<file path="src/design/vcs_pkg.sv">
// Purpose: shared constants and types for the vliw core state block
// Assumes: one clock, synchronous active-low reset
// Notes: status word layout and opcode codes are local choices
// Behaviour
// - interruptible jump loads destination pc with target
// - source pc updates only on unexcepted jumps
// - software pc write beats same-cycle jump update
// - 64-bit master counter counts since reset
// - count-stalls one counts all, zero skips stalls
// - snapshot copies master on clean jump only
// - cycle reads give snapshot low, high halves
// - current-cycle read gives live master low half
// - booleans are zero or one
// - only bit zero decides boolean or guard
// - integer ops never trap: wrap, clamp, low product
// - single precision float, denormals flushed to zero
// - float results rounded per status rounding mode
// - float-to-int mode or toward-zero; int-to-float mode
// - companion flags ops; sticky flags request traps
// - fixed infinity codes; nan results quieted
// - never emit signalling nan, accept it
// - loads three address modes, stores displacement only
// - scale equals access size one, two, four
// - signed seven-bit displacement in scaled units
// - register specifiers reach at least 128 registers
// - false guard changes nothing except load-immediate
// - count-stalls resets to one
package vcs_pkg;
    localparam int XLEN = 32;
    localparam int CNT_W = 64;
    localparam int SPEC_W = 7;
    localparam int DISP_W = 7;
    localparam int FLAG_W = 7;

    // status word layout
    localparam int PSW_RM_LSB = 0;
    localparam int PSW_CS_BIT = 2;
    localparam int PSW_FLG_LSB = 3;
    localparam int PSW_TRP_LSB = 10;
    localparam logic [XLEN-1:0] PSW_RESET = 32'h0000_0004;
    localparam logic [XLEN-1:0] PSW_MASK = 32'h0001_ffff;

    // flag bit positions
    localparam int FLG_INV = 0;
    localparam int FLG_INX = 3;
    localparam int FLG_IFZ = 6;

    localparam logic [1:0] RM_NEAREST = 2'h0;
    localparam logic [1:0] RM_ZERO = 2'h1;
    localparam logic [1:0] RM_POS = 2'h2;
    localparam logic [1:0] RM_NEG = 2'h3;

    localparam logic [XLEN-1:0] FP_POS_INF = 32'h7f80_0000;
    localparam logic [XLEN-1:0] FP_NEG_INF = 32'hff80_0000;
    localparam logic [XLEN-1:0] FP_QUIET = 32'h0040_0000;
    localparam logic [7:0] FP_EXP_ONES = 8'hff;
    localparam logic [7:0] FP_EXP_BIAS = 8'h7f;
    localparam logic [7:0] F2I_EXACT_EXP = 8'h96;
    localparam logic [7:0] F2I_OVF_EXP = 8'h9e;
    localparam logic [7:0] F2I_SH_MAX = 8'h28;
    localparam logic [5:0] I2F_MANT_POS = 6'h17;
    localparam logic [XLEN-1:0] INT_MAX = 32'h7fff_ffff;
    localparam logic [XLEN-1:0] INT_MIN = 32'h8000_0000;
    localparam logic [XLEN-1:0] BOOL_TRUE = 32'h0000_0001;
    localparam logic [XLEN-1:0] BOOL_FALSE = 32'h0000_0000;
    localparam logic [CNT_W-1:0] CNT_RESET = 64'h0000_0000_0000_0000;
    localparam logic [CNT_W-1:0] CNT_STEP = 64'h0000_0000_0000_0001;

    typedef enum logic [4:0] {
        OP_NOP = 5'h00, OP_IMM = 5'h01, OP_IADD = 5'h02, OP_ISUB = 5'h03,
        OP_DSPIADD = 5'h04, OP_IMUL = 5'h05, OP_ILEQ = 5'h06, OP_IEQL = 5'h07,
        OP_CYCLES = 5'h08, OP_HICYCLES = 5'h09, OP_CURCYCLES = 5'h0a,
        OP_READ_DPC = 5'h0b, OP_READ_SPC = 5'h0c, OP_WRITE_DPC = 5'h0d,
        OP_WRITE_SPC = 5'h0e, OP_READ_PSW = 5'h0f, OP_WRITE_PSW = 5'h10,
        OP_IFIX = 5'h11, OP_IFIXRZ = 5'h12, OP_IFLOAT = 5'h13,
        OP_FABS = 5'h14, OP_FNEG = 5'h15
    } vcs_op_t;

    typedef enum logic [1:0] {
        AM_DISP = 2'h0, AM_INDEX = 2'h1, AM_SCALED = 2'h2
    } vcs_amode_t;

    typedef enum logic [1:0] {
        SZ_BYTE = 2'h0, SZ_HALF = 2'h1, SZ_WORD = 2'h2
    } vcs_size_t;

    typedef struct packed {
        logic valid;
        vcs_op_t opcode;
        logic flags_only;
        logic [XLEN-1:0] guard;
        logic [XLEN-1:0] a;
        logic [XLEN-1:0] b;
        logic [SPEC_W-1:0] dest_spec;
    } vcs_op_req_t;

    typedef struct packed {
        logic valid;
        logic [XLEN-1:0] guard;
        logic exc_taken;
        logic [XLEN-1:0] target;
        logic [XLEN-1:0] source;
    } vcs_jump_t;

    typedef struct packed {
        logic valid;
        logic [XLEN-1:0] guard;
        logic is_store;
        vcs_amode_t mode;
        vcs_size_t size;
        logic [XLEN-1:0] base;
        logic [XLEN-1:0] index;
        logic [DISP_W-1:0] disp;
    } vcs_agen_req_t;
endpackage

</file>
<file path="src/design/vcs_agen.sv">
// Purpose: load/store effective address generation
// Assumes: base and index values already read from the register file
// Notes: purely combinational
module vcs_agen (
    // request
    input wire vcs_pkg::vcs_agen_req_t req,
    // answer
    output logic [vcs_pkg::XLEN-1:0] addr,
    output logic illegal
);
    import vcs_pkg::*;

    logic [XLEN-1:0] disp_ext;
    logic [XLEN-1:0] offset;

    // sign-extend the scaled-unit displacement
    assign disp_ext = {{(XLEN-DISP_W){req.disp[DISP_W-1]}}, req.disp};

    always_comb begin
        case (req.mode)
            AM_DISP: offset = disp_ext << req.size;
            AM_INDEX: offset = req.index;
            AM_SCALED: offset = req.index << req.size;
            default: offset = req.index;
        endcase
    end

    assign addr = req.base + offset;
    assign illegal = req.is_store && (req.mode != AM_DISP);
endmodule

</file>
<file path="src/design/vcs_core_state.sv">
// Purpose: architectural state and operand semantics of the vliw core
// Assumes: pipeline presents one op, one jump, one address request per cycle
// Notes: all outputs registered
module vcs_core_state (
    // clock and reset
    input wire logic CLK,
    input wire logic RST_N,
    // pipeline requests
    input wire vcs_pkg::vcs_op_req_t OP_REQ,
    input wire vcs_pkg::vcs_jump_t JUMP,
    input wire vcs_pkg::vcs_agen_req_t AGEN_REQ,
    input wire logic STALL,
    // operation result
    output logic [vcs_pkg::XLEN-1:0] RESULT,
    output logic [vcs_pkg::SPEC_W-1:0] RESULT_SPEC,
    output logic RESULT_VALID,
    // special registers
    output logic [vcs_pkg::XLEN-1:0] DESTINATION_PC,
    output logic [vcs_pkg::XLEN-1:0] SOURCE_PC,
    output logic [vcs_pkg::XLEN-1:0] PROGRAM_STATUS_WORD,
    output logic TRAP_REQ,
    // address generation
    output logic [vcs_pkg::XLEN-1:0] AGEN_ADDR,
    output logic AGEN_VALID,
    output logic AGEN_ILLEGAL
);
    import vcs_pkg::*;

    logic [XLEN-1:0] destination_pc_reg;
    logic [XLEN-1:0] source_pc_reg;
    logic [CNT_W-1:0] master_count_reg;
    logic [CNT_W-1:0] cycle_counter_reg;
    logic [XLEN-1:0] psw_reg;
    logic [XLEN-1:0] psw_next;
    logic [XLEN-1:0] result_reg;
    logic [XLEN-1:0] result_next;
    logic [SPEC_W-1:0] result_spec_reg;
    logic result_valid_reg;
    logic trap_reg;
    logic [XLEN-1:0] agen_addr_reg;
    logic agen_valid_reg;
    logic agen_illegal_reg;
    logic [XLEN-1:0] agen_addr;
    logic agen_illegal;

    logic exec;
    logic jump_fire;
    logic jump_clean;
    logic sw_wr_dpc;
    logic sw_wr_spc;
    logic sw_wr_psw;
    logic is_fp;
    logic [FLAG_W-1:0] op_flags;
    logic [1:0] rm;

    // guard decision from bit zero; load-immediate ignores it
    assign exec = OP_REQ.valid && (OP_REQ.guard[0] || OP_REQ.opcode == OP_IMM);
    assign jump_fire = JUMP.valid && JUMP.guard[0];
    assign jump_clean = jump_fire && !JUMP.exc_taken;
    assign sw_wr_dpc = exec && OP_REQ.opcode == OP_WRITE_DPC;
    assign sw_wr_spc = exec && OP_REQ.opcode == OP_WRITE_SPC;
    assign sw_wr_psw = exec && OP_REQ.opcode == OP_WRITE_PSW;
    assign rm = psw_reg[PSW_RM_LSB+1:PSW_RM_LSB];

    // destination pc
    always_ff @(posedge CLK) begin
        if (!RST_N) begin
            destination_pc_reg <= BOOL_FALSE;
        end else if (sw_wr_dpc) begin
            destination_pc_reg <= OP_REQ.a;
        end else if (jump_fire) begin
            destination_pc_reg <= JUMP.target;
        end
    end

    // source pc
    always_ff @(posedge CLK) begin
        if (!RST_N) begin
            source_pc_reg <= BOOL_FALSE;
        end else if (sw_wr_spc) begin
            source_pc_reg <= OP_REQ.a;
        end else if (jump_clean) begin
            source_pc_reg <= JUMP.source;
        end
    end

    // master cycle counter
    always_ff @(posedge CLK) begin
        if (!RST_N) begin
            master_count_reg <= CNT_RESET;
        end else if (psw_reg[PSW_CS_BIT] || !STALL) begin
            master_count_reg <= master_count_reg + CNT_STEP;
        end
    end

    // snapshot register
    always_ff @(posedge CLK) begin
        if (!RST_N) begin
            cycle_counter_reg <= CNT_RESET;
        end else if (jump_clean) begin
            cycle_counter_reg <= master_count_reg;
        end
    end

    // float to integer conversion
    logic [1:0] f2i_rm;
    logic [7:0] f2i_sh;
    logic [55:0] f2i_wide;
    logic [XLEN-1:0] f2i_mag;
    logic [XLEN-1:0] f2i_res;
    logic [FLAG_W-1:0] f2i_flags;
    logic f2i_up;

    always_comb begin
        f2i_rm = (OP_REQ.opcode == OP_IFIXRZ) ? RM_ZERO : rm;
        f2i_sh = F2I_EXACT_EXP - OP_REQ.a[30:23];
        f2i_wide = 56'h00_0000_0000_0000;
        f2i_mag = BOOL_FALSE;
        f2i_flags = '0;
        f2i_up = 1'b0;
        if (OP_REQ.a[30:23] == FP_EXP_ONES) begin
            f2i_flags[FLG_INV] = 1'b1;
            f2i_mag = INT_MAX;
        end else if (OP_REQ.a[30:23] == 8'h00) begin
            f2i_flags[FLG_IFZ] = (OP_REQ.a[22:0] != 23'h00_0000);
        end else if (OP_REQ.a[30:23] >= F2I_OVF_EXP) begin
            f2i_flags[FLG_INV] = 1'b1;
            f2i_mag = INT_MAX;
        end else if (OP_REQ.a[30:23] >= F2I_EXACT_EXP) begin
            f2i_mag = {8'h00, 1'b1, OP_REQ.a[22:0]} << (OP_REQ.a[30:23] - F2I_EXACT_EXP);
        end else begin
            if (f2i_sh > F2I_SH_MAX) begin
                f2i_sh = F2I_SH_MAX;
            end
            f2i_wide = {1'b1, OP_REQ.a[22:0], 32'h0000_0000} >> f2i_sh;
            case (f2i_rm)
                RM_NEAREST: f2i_up = f2i_wide[31] && (|f2i_wide[30:0] || f2i_wide[32]);
                RM_POS: f2i_up = !OP_REQ.a[31] && |f2i_wide[31:0];
                RM_NEG: f2i_up = OP_REQ.a[31] && |f2i_wide[31:0];
                default: f2i_up = 1'b0;
            endcase
            f2i_mag = {8'h00, f2i_wide[55:32]} + {31'h0000_0000, f2i_up};
            f2i_flags[FLG_INX] = |f2i_wide[31:0];
        end
        if (f2i_flags[FLG_INV]) begin
            f2i_res = OP_REQ.a[31] ? INT_MIN : INT_MAX;
        end else begin
            f2i_res = OP_REQ.a[31] ? (~f2i_mag + BOOL_TRUE) : f2i_mag;
        end
    end

    // integer to float conversion
    logic [XLEN-1:0] i2f_mag;
    logic [5:0] i2f_pos;
    logic [5:0] i2f_sh;
    logic [63:0] i2f_wide;
    logic [24:0] i2f_mant;
    logic [7:0] i2f_exp;
    logic [XLEN-1:0] i2f_res;
    logic [FLAG_W-1:0] i2f_flags;
    logic i2f_up;

    always_comb begin
        i2f_mag = OP_REQ.a[31] ? (~OP_REQ.a + BOOL_TRUE) : OP_REQ.a;
        i2f_pos = 6'h00;
        for (int i = 0; i < XLEN; i++) begin
            if (i2f_mag[i]) begin
                i2f_pos = 6'(i);
            end
        end
        i2f_flags = '0;
        i2f_up = 1'b0;
        i2f_sh = 6'h00;
        i2f_wide = 64'h0000_0000_0000_0000;
        if (i2f_pos <= I2F_MANT_POS) begin
            i2f_mant = {1'b0, 24'(i2f_mag << (I2F_MANT_POS - i2f_pos))};
        end else begin
            i2f_sh = i2f_pos - I2F_MANT_POS;
            i2f_wide = {i2f_mag, 32'h0000_0000} >> i2f_sh;
            case (rm)
                RM_NEAREST: i2f_up = i2f_wide[31] && (|i2f_wide[30:0] || i2f_wide[32]);
                RM_POS: i2f_up = !OP_REQ.a[31] && |i2f_wide[31:0];
                RM_NEG: i2f_up = OP_REQ.a[31] && |i2f_wide[31:0];
                default: i2f_up = 1'b0;
            endcase
            i2f_mant = {1'b0, i2f_wide[55:32]} + {24'h00_0000, i2f_up};
            i2f_flags[FLG_INX] = |i2f_wide[31:0];
        end
        i2f_exp = FP_EXP_BIAS + {2'h0, i2f_pos};
        if (i2f_mant[24]) begin
            i2f_exp = i2f_exp + 8'h01;
            i2f_mant = i2f_mant >> 1;
        end
        if (i2f_mag == BOOL_FALSE) begin
            i2f_res = BOOL_FALSE;
        end else begin
            i2f_res = {OP_REQ.a[31], i2f_exp, i2f_mant[22:0]};
        end
    end

    // sign operations with special values
    logic [XLEN-1:0] fs_res;
    logic [FLAG_W-1:0] fs_flags;
    logic fs_sign;

    always_comb begin
        fs_flags = '0;
        fs_sign = (OP_REQ.opcode == OP_FNEG) ? !OP_REQ.a[31] : 1'b0;
        if (OP_REQ.a[30:23] == FP_EXP_ONES && OP_REQ.a[22:0] != 23'h00_0000) begin
            fs_res = OP_REQ.a | FP_QUIET;
            fs_flags[FLG_INV] = !OP_REQ.a[22];
        end else if (OP_REQ.a[30:23] == FP_EXP_ONES) begin
            fs_res = fs_sign ? FP_NEG_INF : FP_POS_INF;
        end else if (OP_REQ.a[30:23] == 8'h00) begin
            fs_res = {fs_sign, 31'h0000_0000};
            fs_flags[FLG_IFZ] = (OP_REQ.a[22:0] != 23'h00_0000);
        end else begin
            fs_res = {fs_sign, OP_REQ.a[30:0]};
        end
    end

    // operation result select
    logic [XLEN:0] dsp_sum;
    logic [63:0] mul_full;

    assign dsp_sum = {OP_REQ.a[31], OP_REQ.a} + {OP_REQ.b[31], OP_REQ.b};
    assign mul_full = $signed(OP_REQ.a) * $signed(OP_REQ.b);

    always_comb begin
        is_fp = 1'b0;
        op_flags = '0;
        case (OP_REQ.opcode)
            OP_IMM: result_next = OP_REQ.a;
            OP_IADD: result_next = OP_REQ.a + OP_REQ.b;
            OP_ISUB: result_next = OP_REQ.a - OP_REQ.b;
            OP_DSPIADD: begin
                if (dsp_sum[XLEN] != dsp_sum[XLEN-1]) begin
                    result_next = dsp_sum[XLEN] ? INT_MIN : INT_MAX;
                end else begin
                    result_next = dsp_sum[XLEN-1:0];
                end
            end
            OP_IMUL: result_next = mul_full[XLEN-1:0];
            OP_ILEQ: result_next = ($signed(OP_REQ.a) <= $signed(OP_REQ.b)) ? BOOL_TRUE : BOOL_FALSE;
            OP_IEQL: result_next = (OP_REQ.a == OP_REQ.b) ? BOOL_TRUE : BOOL_FALSE;
            OP_CYCLES: result_next = cycle_counter_reg[XLEN-1:0];
            OP_HICYCLES: result_next = cycle_counter_reg[CNT_W-1:XLEN];
            OP_CURCYCLES: result_next = master_count_reg[XLEN-1:0];
            OP_READ_DPC: result_next = destination_pc_reg;
            OP_READ_SPC: result_next = source_pc_reg;
            OP_READ_PSW: result_next = psw_reg;
            OP_IFIX, OP_IFIXRZ: begin
                is_fp = 1'b1;
                op_flags = f2i_flags;
                result_next = f2i_res;
            end
            OP_IFLOAT: begin
                is_fp = 1'b1;
                op_flags = i2f_flags;
                result_next = i2f_res;
            end
            OP_FABS, OP_FNEG: begin
                is_fp = 1'b1;
                op_flags = fs_flags;
                result_next = fs_res;
            end
            default: result_next = BOOL_FALSE;
        endcase
        if (is_fp && OP_REQ.flags_only) begin
            result_next = {{(XLEN-FLAG_W){1'b0}}, op_flags};
        end
    end

    // status word: software write, then hardware sticky sets win
    always_comb begin
        psw_next = sw_wr_psw ? (OP_REQ.a & PSW_MASK) : psw_reg;
        if (exec && is_fp && !OP_REQ.flags_only) begin
            psw_next[PSW_FLG_LSB +: FLAG_W] = psw_next[PSW_FLG_LSB +: FLAG_W] | op_flags;
        end
    end

    always_ff @(posedge CLK) begin
        if (!RST_N) begin
            psw_reg <= PSW_RESET;
        end else begin
            psw_reg <= psw_next;
        end
    end

    always_ff @(posedge CLK) begin
        if (!RST_N) begin
            trap_reg <= 1'b0;
        end else begin
            trap_reg <= |(psw_next[PSW_FLG_LSB +: FLAG_W] & psw_next[PSW_TRP_LSB +: FLAG_W]);
        end
    end

    // result register
    always_ff @(posedge CLK) begin
        if (!RST_N) begin
            result_reg <= BOOL_FALSE;
            result_spec_reg <= '0;
            result_valid_reg <= 1'b0;
        end else begin
            result_valid_reg <= exec && OP_REQ.opcode != OP_NOP;
            if (exec) begin
                result_reg <= result_next;
                result_spec_reg <= OP_REQ.dest_spec;
            end
        end
    end

    // address generation
    vcs_agen u_agen (
        .req(AGEN_REQ),
        .addr(agen_addr),
        .illegal(agen_illegal)
    );

    always_ff @(posedge CLK) begin
        if (!RST_N) begin
            agen_addr_reg <= BOOL_FALSE;
            agen_valid_reg <= 1'b0;
            agen_illegal_reg <= 1'b0;
        end else begin
            agen_valid_reg <= AGEN_REQ.valid && AGEN_REQ.guard[0] && !agen_illegal;
            agen_illegal_reg <= AGEN_REQ.valid && AGEN_REQ.guard[0] && agen_illegal;
            if (AGEN_REQ.valid && AGEN_REQ.guard[0]) begin
                agen_addr_reg <= agen_addr;
            end
        end
    end

    assign RESULT = result_reg;
    assign RESULT_SPEC = result_spec_reg;
    assign RESULT_VALID = result_valid_reg;
    assign DESTINATION_PC = destination_pc_reg;
    assign SOURCE_PC = source_pc_reg;
    assign PROGRAM_STATUS_WORD = psw_reg;
    assign TRAP_REQ = trap_reg;
    assign AGEN_ADDR = agen_addr_reg;
    assign AGEN_VALID = agen_valid_reg;
    assign AGEN_ILLEGAL = agen_illegal_reg;
endmodule

</file>
<file path="config.mk">
export PLATFORM = sky130hd
export DESIGN_NAME = vcs_core_state
export DESIGN_NICKNAME = d
export VERILOG_FILES = /design/src/design/vcs_pkg.sv /design/src/design/vcs_agen.sv /design/src/design/vcs_core_state.sv
export SDC_FILE = /design/constraint.sdc
export NUM_CORES = 2
export LEC_CHECK = 0
export ABC_AREA = 1
export BUFFER_PORTS_ARGS = -buffer_cell sky130_fd_sc_hd__buf_2
export CAP_MARGIN = 20
export CORE_AREA = 3 3 299 448
export CTS_BUF_LIST = sky130_fd_sc_hd__clkbuf_4 sky130_fd_sc_hd__clkbuf_8 sky130_fd_sc_hd__clkbuf_16
export CTS_CLUSTER_DIAMETER = 30
export DETAILED_ROUTE_END_ITERATION = 8
export DIE_AREA = 0 0 302 451
export PLACE_DENSITY = 0.6
export SYNTH_ARGS = -nofsm -noshare
export SYNTH_HDL_FRONTEND = slang
export SYNTH_SLANG_ARGS = --single-unit
</file>
<file path="constraint.sdc">
create_clock -name CLK -period 10.72 [get_ports CLK]
set_clock_uncertainty 0.05 [all_clocks]
set_input_delay 0.536 -clock CLK [delete_from_list [all_inputs] [get_ports CLK]]
set_output_delay 0.536 -clock CLK [all_outputs]
set_load 0.005 [all_outputs]
</file>
==> parameters.txt <==
Parameter                              Value

Worst hold path
  Hold Crit Depth ... 3
  Startpoint of the worst hold path ... OP_REQ[2]
  Type of the most critical hold path ... input port to flop
  Endpoint, Worst Hold ... RESULT_SPEC[2]

Floorplanning
  Die Y ... 451 µm
  Total Die Area ... 136000 µm²
  Top-level port count ... 491
  Chip Width ... 302 µm
  Starting density of the core ... around 36%
  Cell Rows ... roughly 160
  Area of the core ... approximately 130000 µm²

Detailed routing
  Total length of routed met3 wires ... ~17000 µm
  Total Routed Length ... 212000 µm
  Vias per inst ... 5.48
  Post-DR wirelength/cell ... 22.9 µm
  Met2 wire len ... 99400 µm
  Uppermost layer routed ... met5
  Residual antenna-violating net count after detailed routing ... 0
  First-pass DRT Iterations ... 9
  Wire length on met1 ... ~77000 µm
  Remaining routing DRC violations ... 0
  DRC marker count from the first detailed-route iteration ... 4121
  Vias ... 50700

CTS
  Buffer count from post-CTS setup fixing ... 0
  CTS tree ... built
  Post-CTS clock slew at the launch and capture registers of the worst setup and hold paths ... approximately 60 ps
  Library cell used as clock root buffer ... clkbuf_16
  CTS H-tree lvls ... 2
  CTS Sinks ... 284
  CTS Buffer Depth ... 3
  Number of resized instances in the post-cts repair step ... 0
  CTS hold repair buffers ... 0
  Number of buffers created by CTS ... 34
  Later-pin clock latency in the skew report ... 580 ps

Timing
  Achievable frequency ... 109 MHz
  Sum of negative setup slack ... 0 ps
  Worst-Margin Slew ... 1300 ps
  Number of pins with negative max-slew slack in the final report ... 0
  RSZ-0062 raised after global routing ... false
  Final setup slack of the worst path ... 1580 ps
  Final period demand of the worst path ... 9140 ps
  Final setup violation count ... 0
  Worst hold slack across all endpoints ... 199 ps
  Final Hold Violating Endpoints ... 0
  Worst slew margin relative to its limit ... 12.9%
  Period utilization ... 85.2%

Synthesis
  Proportion of synthesized chip area in sequential cells ... 12.2%
  Total number of yosys warnings ... 0
  Fraction of registers with async set or reset after synthesis ... 0%
  EDFF count, synth ... 0
  Netlist area before placement ... 46700 µm²
  Synth Instances ... 7338
  Number of library cell types mapped by synthesis ... 80
  Post-synth top area share ... roughly 18%
  Main area contributors after synthesis ... fa_1, nand2_1, dfxtp_1
  Most frequently used flop master after synthesis ... dfxtp_1
  Post-Synthesis Mean Instance Area ... 6.36 µm²
  Flop and latch count out of synthesis ... 284
  Post-synthesis cell type with the largest combined area ... fa_1

Cells and area
  Commonest cells after routing, fill and taps aside ... nand2_1, inv_1, o21ai_0
  Most frequent standard cell in the layout excluding fill and tap cells ... nand2_1
  Final core utilization ... 39.4%
  Nets ... around 8500
  Proportion of layout cells with a drive suffix above 1 ... 10.3%
  Layout area overhead ... 10.1%
  Layout filler cell count ... 14200

GRT
  Wire length of the first global-routing pass ... 310000 µm
  Overall Global Routing Usage ... a little under a third
  Pin count of the biggest net entering global routing ... 102
  Sum of overflow across all layers after global routing ... 0
  Via count of the first global-routing pass ... slightly below 50000
  Antenna violations before repair ... 23

Critical path
  Most used cell along the critical path ... inv_1
  RR Startpoint ... PROGRAM_STATUS_WORD[0]
  Crit Path Max Fanout ... 16
  R2R Setup Slk ... 4530 ps
  Endpoint type of the worst setup path ... flop
  Cells on worst reg2reg path ... 28
  Critical path startpoint category ... input port
  Critical path arrival ... 9460 ps
  Top Family by Delay on Critical Path ... adder cells
  Required time of the worst setup path ... 11050 ps
  Buffer and inverter count on the worst path ... 10
  Reg-to-Reg End ... RESULT[26]
  Slowest Stage Delay on Critical Path ... 570 ps
  Critical path class ... input port to flop
  Slowest stage cell, crit path ... fa_1

Place
  Number of buffer cells added on primary ports ... 382
  Estimated wirelength of the detail-placed design ... 170000 µm
  Placement Setup Slack ... 1200 ps
  GP Congestion ... approximately 1.0

Run status
  Run status ... completed

Power and ir drop
  Worst-case vdd ir drop ... between 0.0005 and 0.0006 V
  Power per standard cell area ... 281 nW/µm²
  Static leakage ... 0.0257 µW
  PnR Total Power ... about 14000 µW

Run
  Count of maximum capacitance violations ... 0
cells in the mapped netlist, types with 28 or more instances:
cell / number
buf_1: 42
dfxtp_1: 284
buf_4: 31
inv_1: 1242
o21ai_0: 591
nand2_1: 1785
nand4_1: 77
clkbuf_1: 283
fa_1: 411
a221oi_1: 28
o211ai_1: 32
o21ai_1: 69
xnor2_1: 59
nand3_1: 396
a21oi_1: 438
ha_1: 264
o22ai_1: 64
xor2_1: 139
buf_2: 46
inv_2: 40
nor3_1: 72
nor2_1: 537
worst max-delay path by stage:
stage / endpoint / depth (start not counted) / start / slack [ps]
after global placement: RESULT[31] / 44 / OP_REQ[11] / 1120
final: RESULT[31] / 44 / OP_REQ[44] / 1580
after detailed placement: RESULT[31] / 44 / OP_REQ[11] / 1200
after floorplan: RESULT[24] / 49 / OP_REQ[44] / 2460
after CTS: RESULT[31] / 44 / OP_REQ[11] / 1690
after global routing: RESULT[30] / 52 / OP_REQ[11] / 1030
cell families (layout without fill, tap and decap cells):
| family | count (synthesis) | after routing | synth area share (%) |
|---|---|---|---|
| flip-flops | 284 | 284 | 12.2 |
| AO/OA/AOI/OAI | 1404 | 1404 | 16.9 |
| multiplexers | 22 | 22 | 0.472 |
| other | 1 | 33 | 0.00803 |
| XOR/XNOR | 207 | 207 | 4.03 |
| adder cells (fa/ha/maj) | 675 | 675 | 24.7 |
| buffers and inverters | 1718 | 1878 | 14.4 |
| AND/OR/NAND/NOR | 3027 | 3027 | 27.4 |
through the flow:
stage	cells	instance area, µm²
2_1_floorplan	7352	46700
3_3_place_gp	9171	50100
3_5_place_dp	9174	50100
4_1_cts	9234	51400
5_1_grt	9235	51400
6_report	9252	51400
power by group:
group	total [µW]	switching (µW)	internal, µW
Clock	1310	538	773
Sequential	1130	30.4	1100
Combinational	12000	7580	4440
routing by layer:
layer,up-vias,track usage (%)
met5,-,0
met4,4,21.8
met3,645,5.53
met2,2370,50.7
met1,24200,34.3
li1,23500,-
final cells by class:
type	instances	area [µm²]	area share (%)
multi-input cells	5350	34400	67.0
flip-flops and latches	284	5690	11.1
inverters	1304	4900	9.53
repair buffers	514	2910	5.66
well taps	1722	2150	4.19
clock buffers	38	900	1.75
clock inverters	22	365	0.711
diodes	18	45.0	0.0876
worst min-delay path, stage by stage:
cell	delay [ps]
buf_2	70
o21ai_0	70
nor2_1	80
No activity file was read; power rests on OpenSTA's default activity.
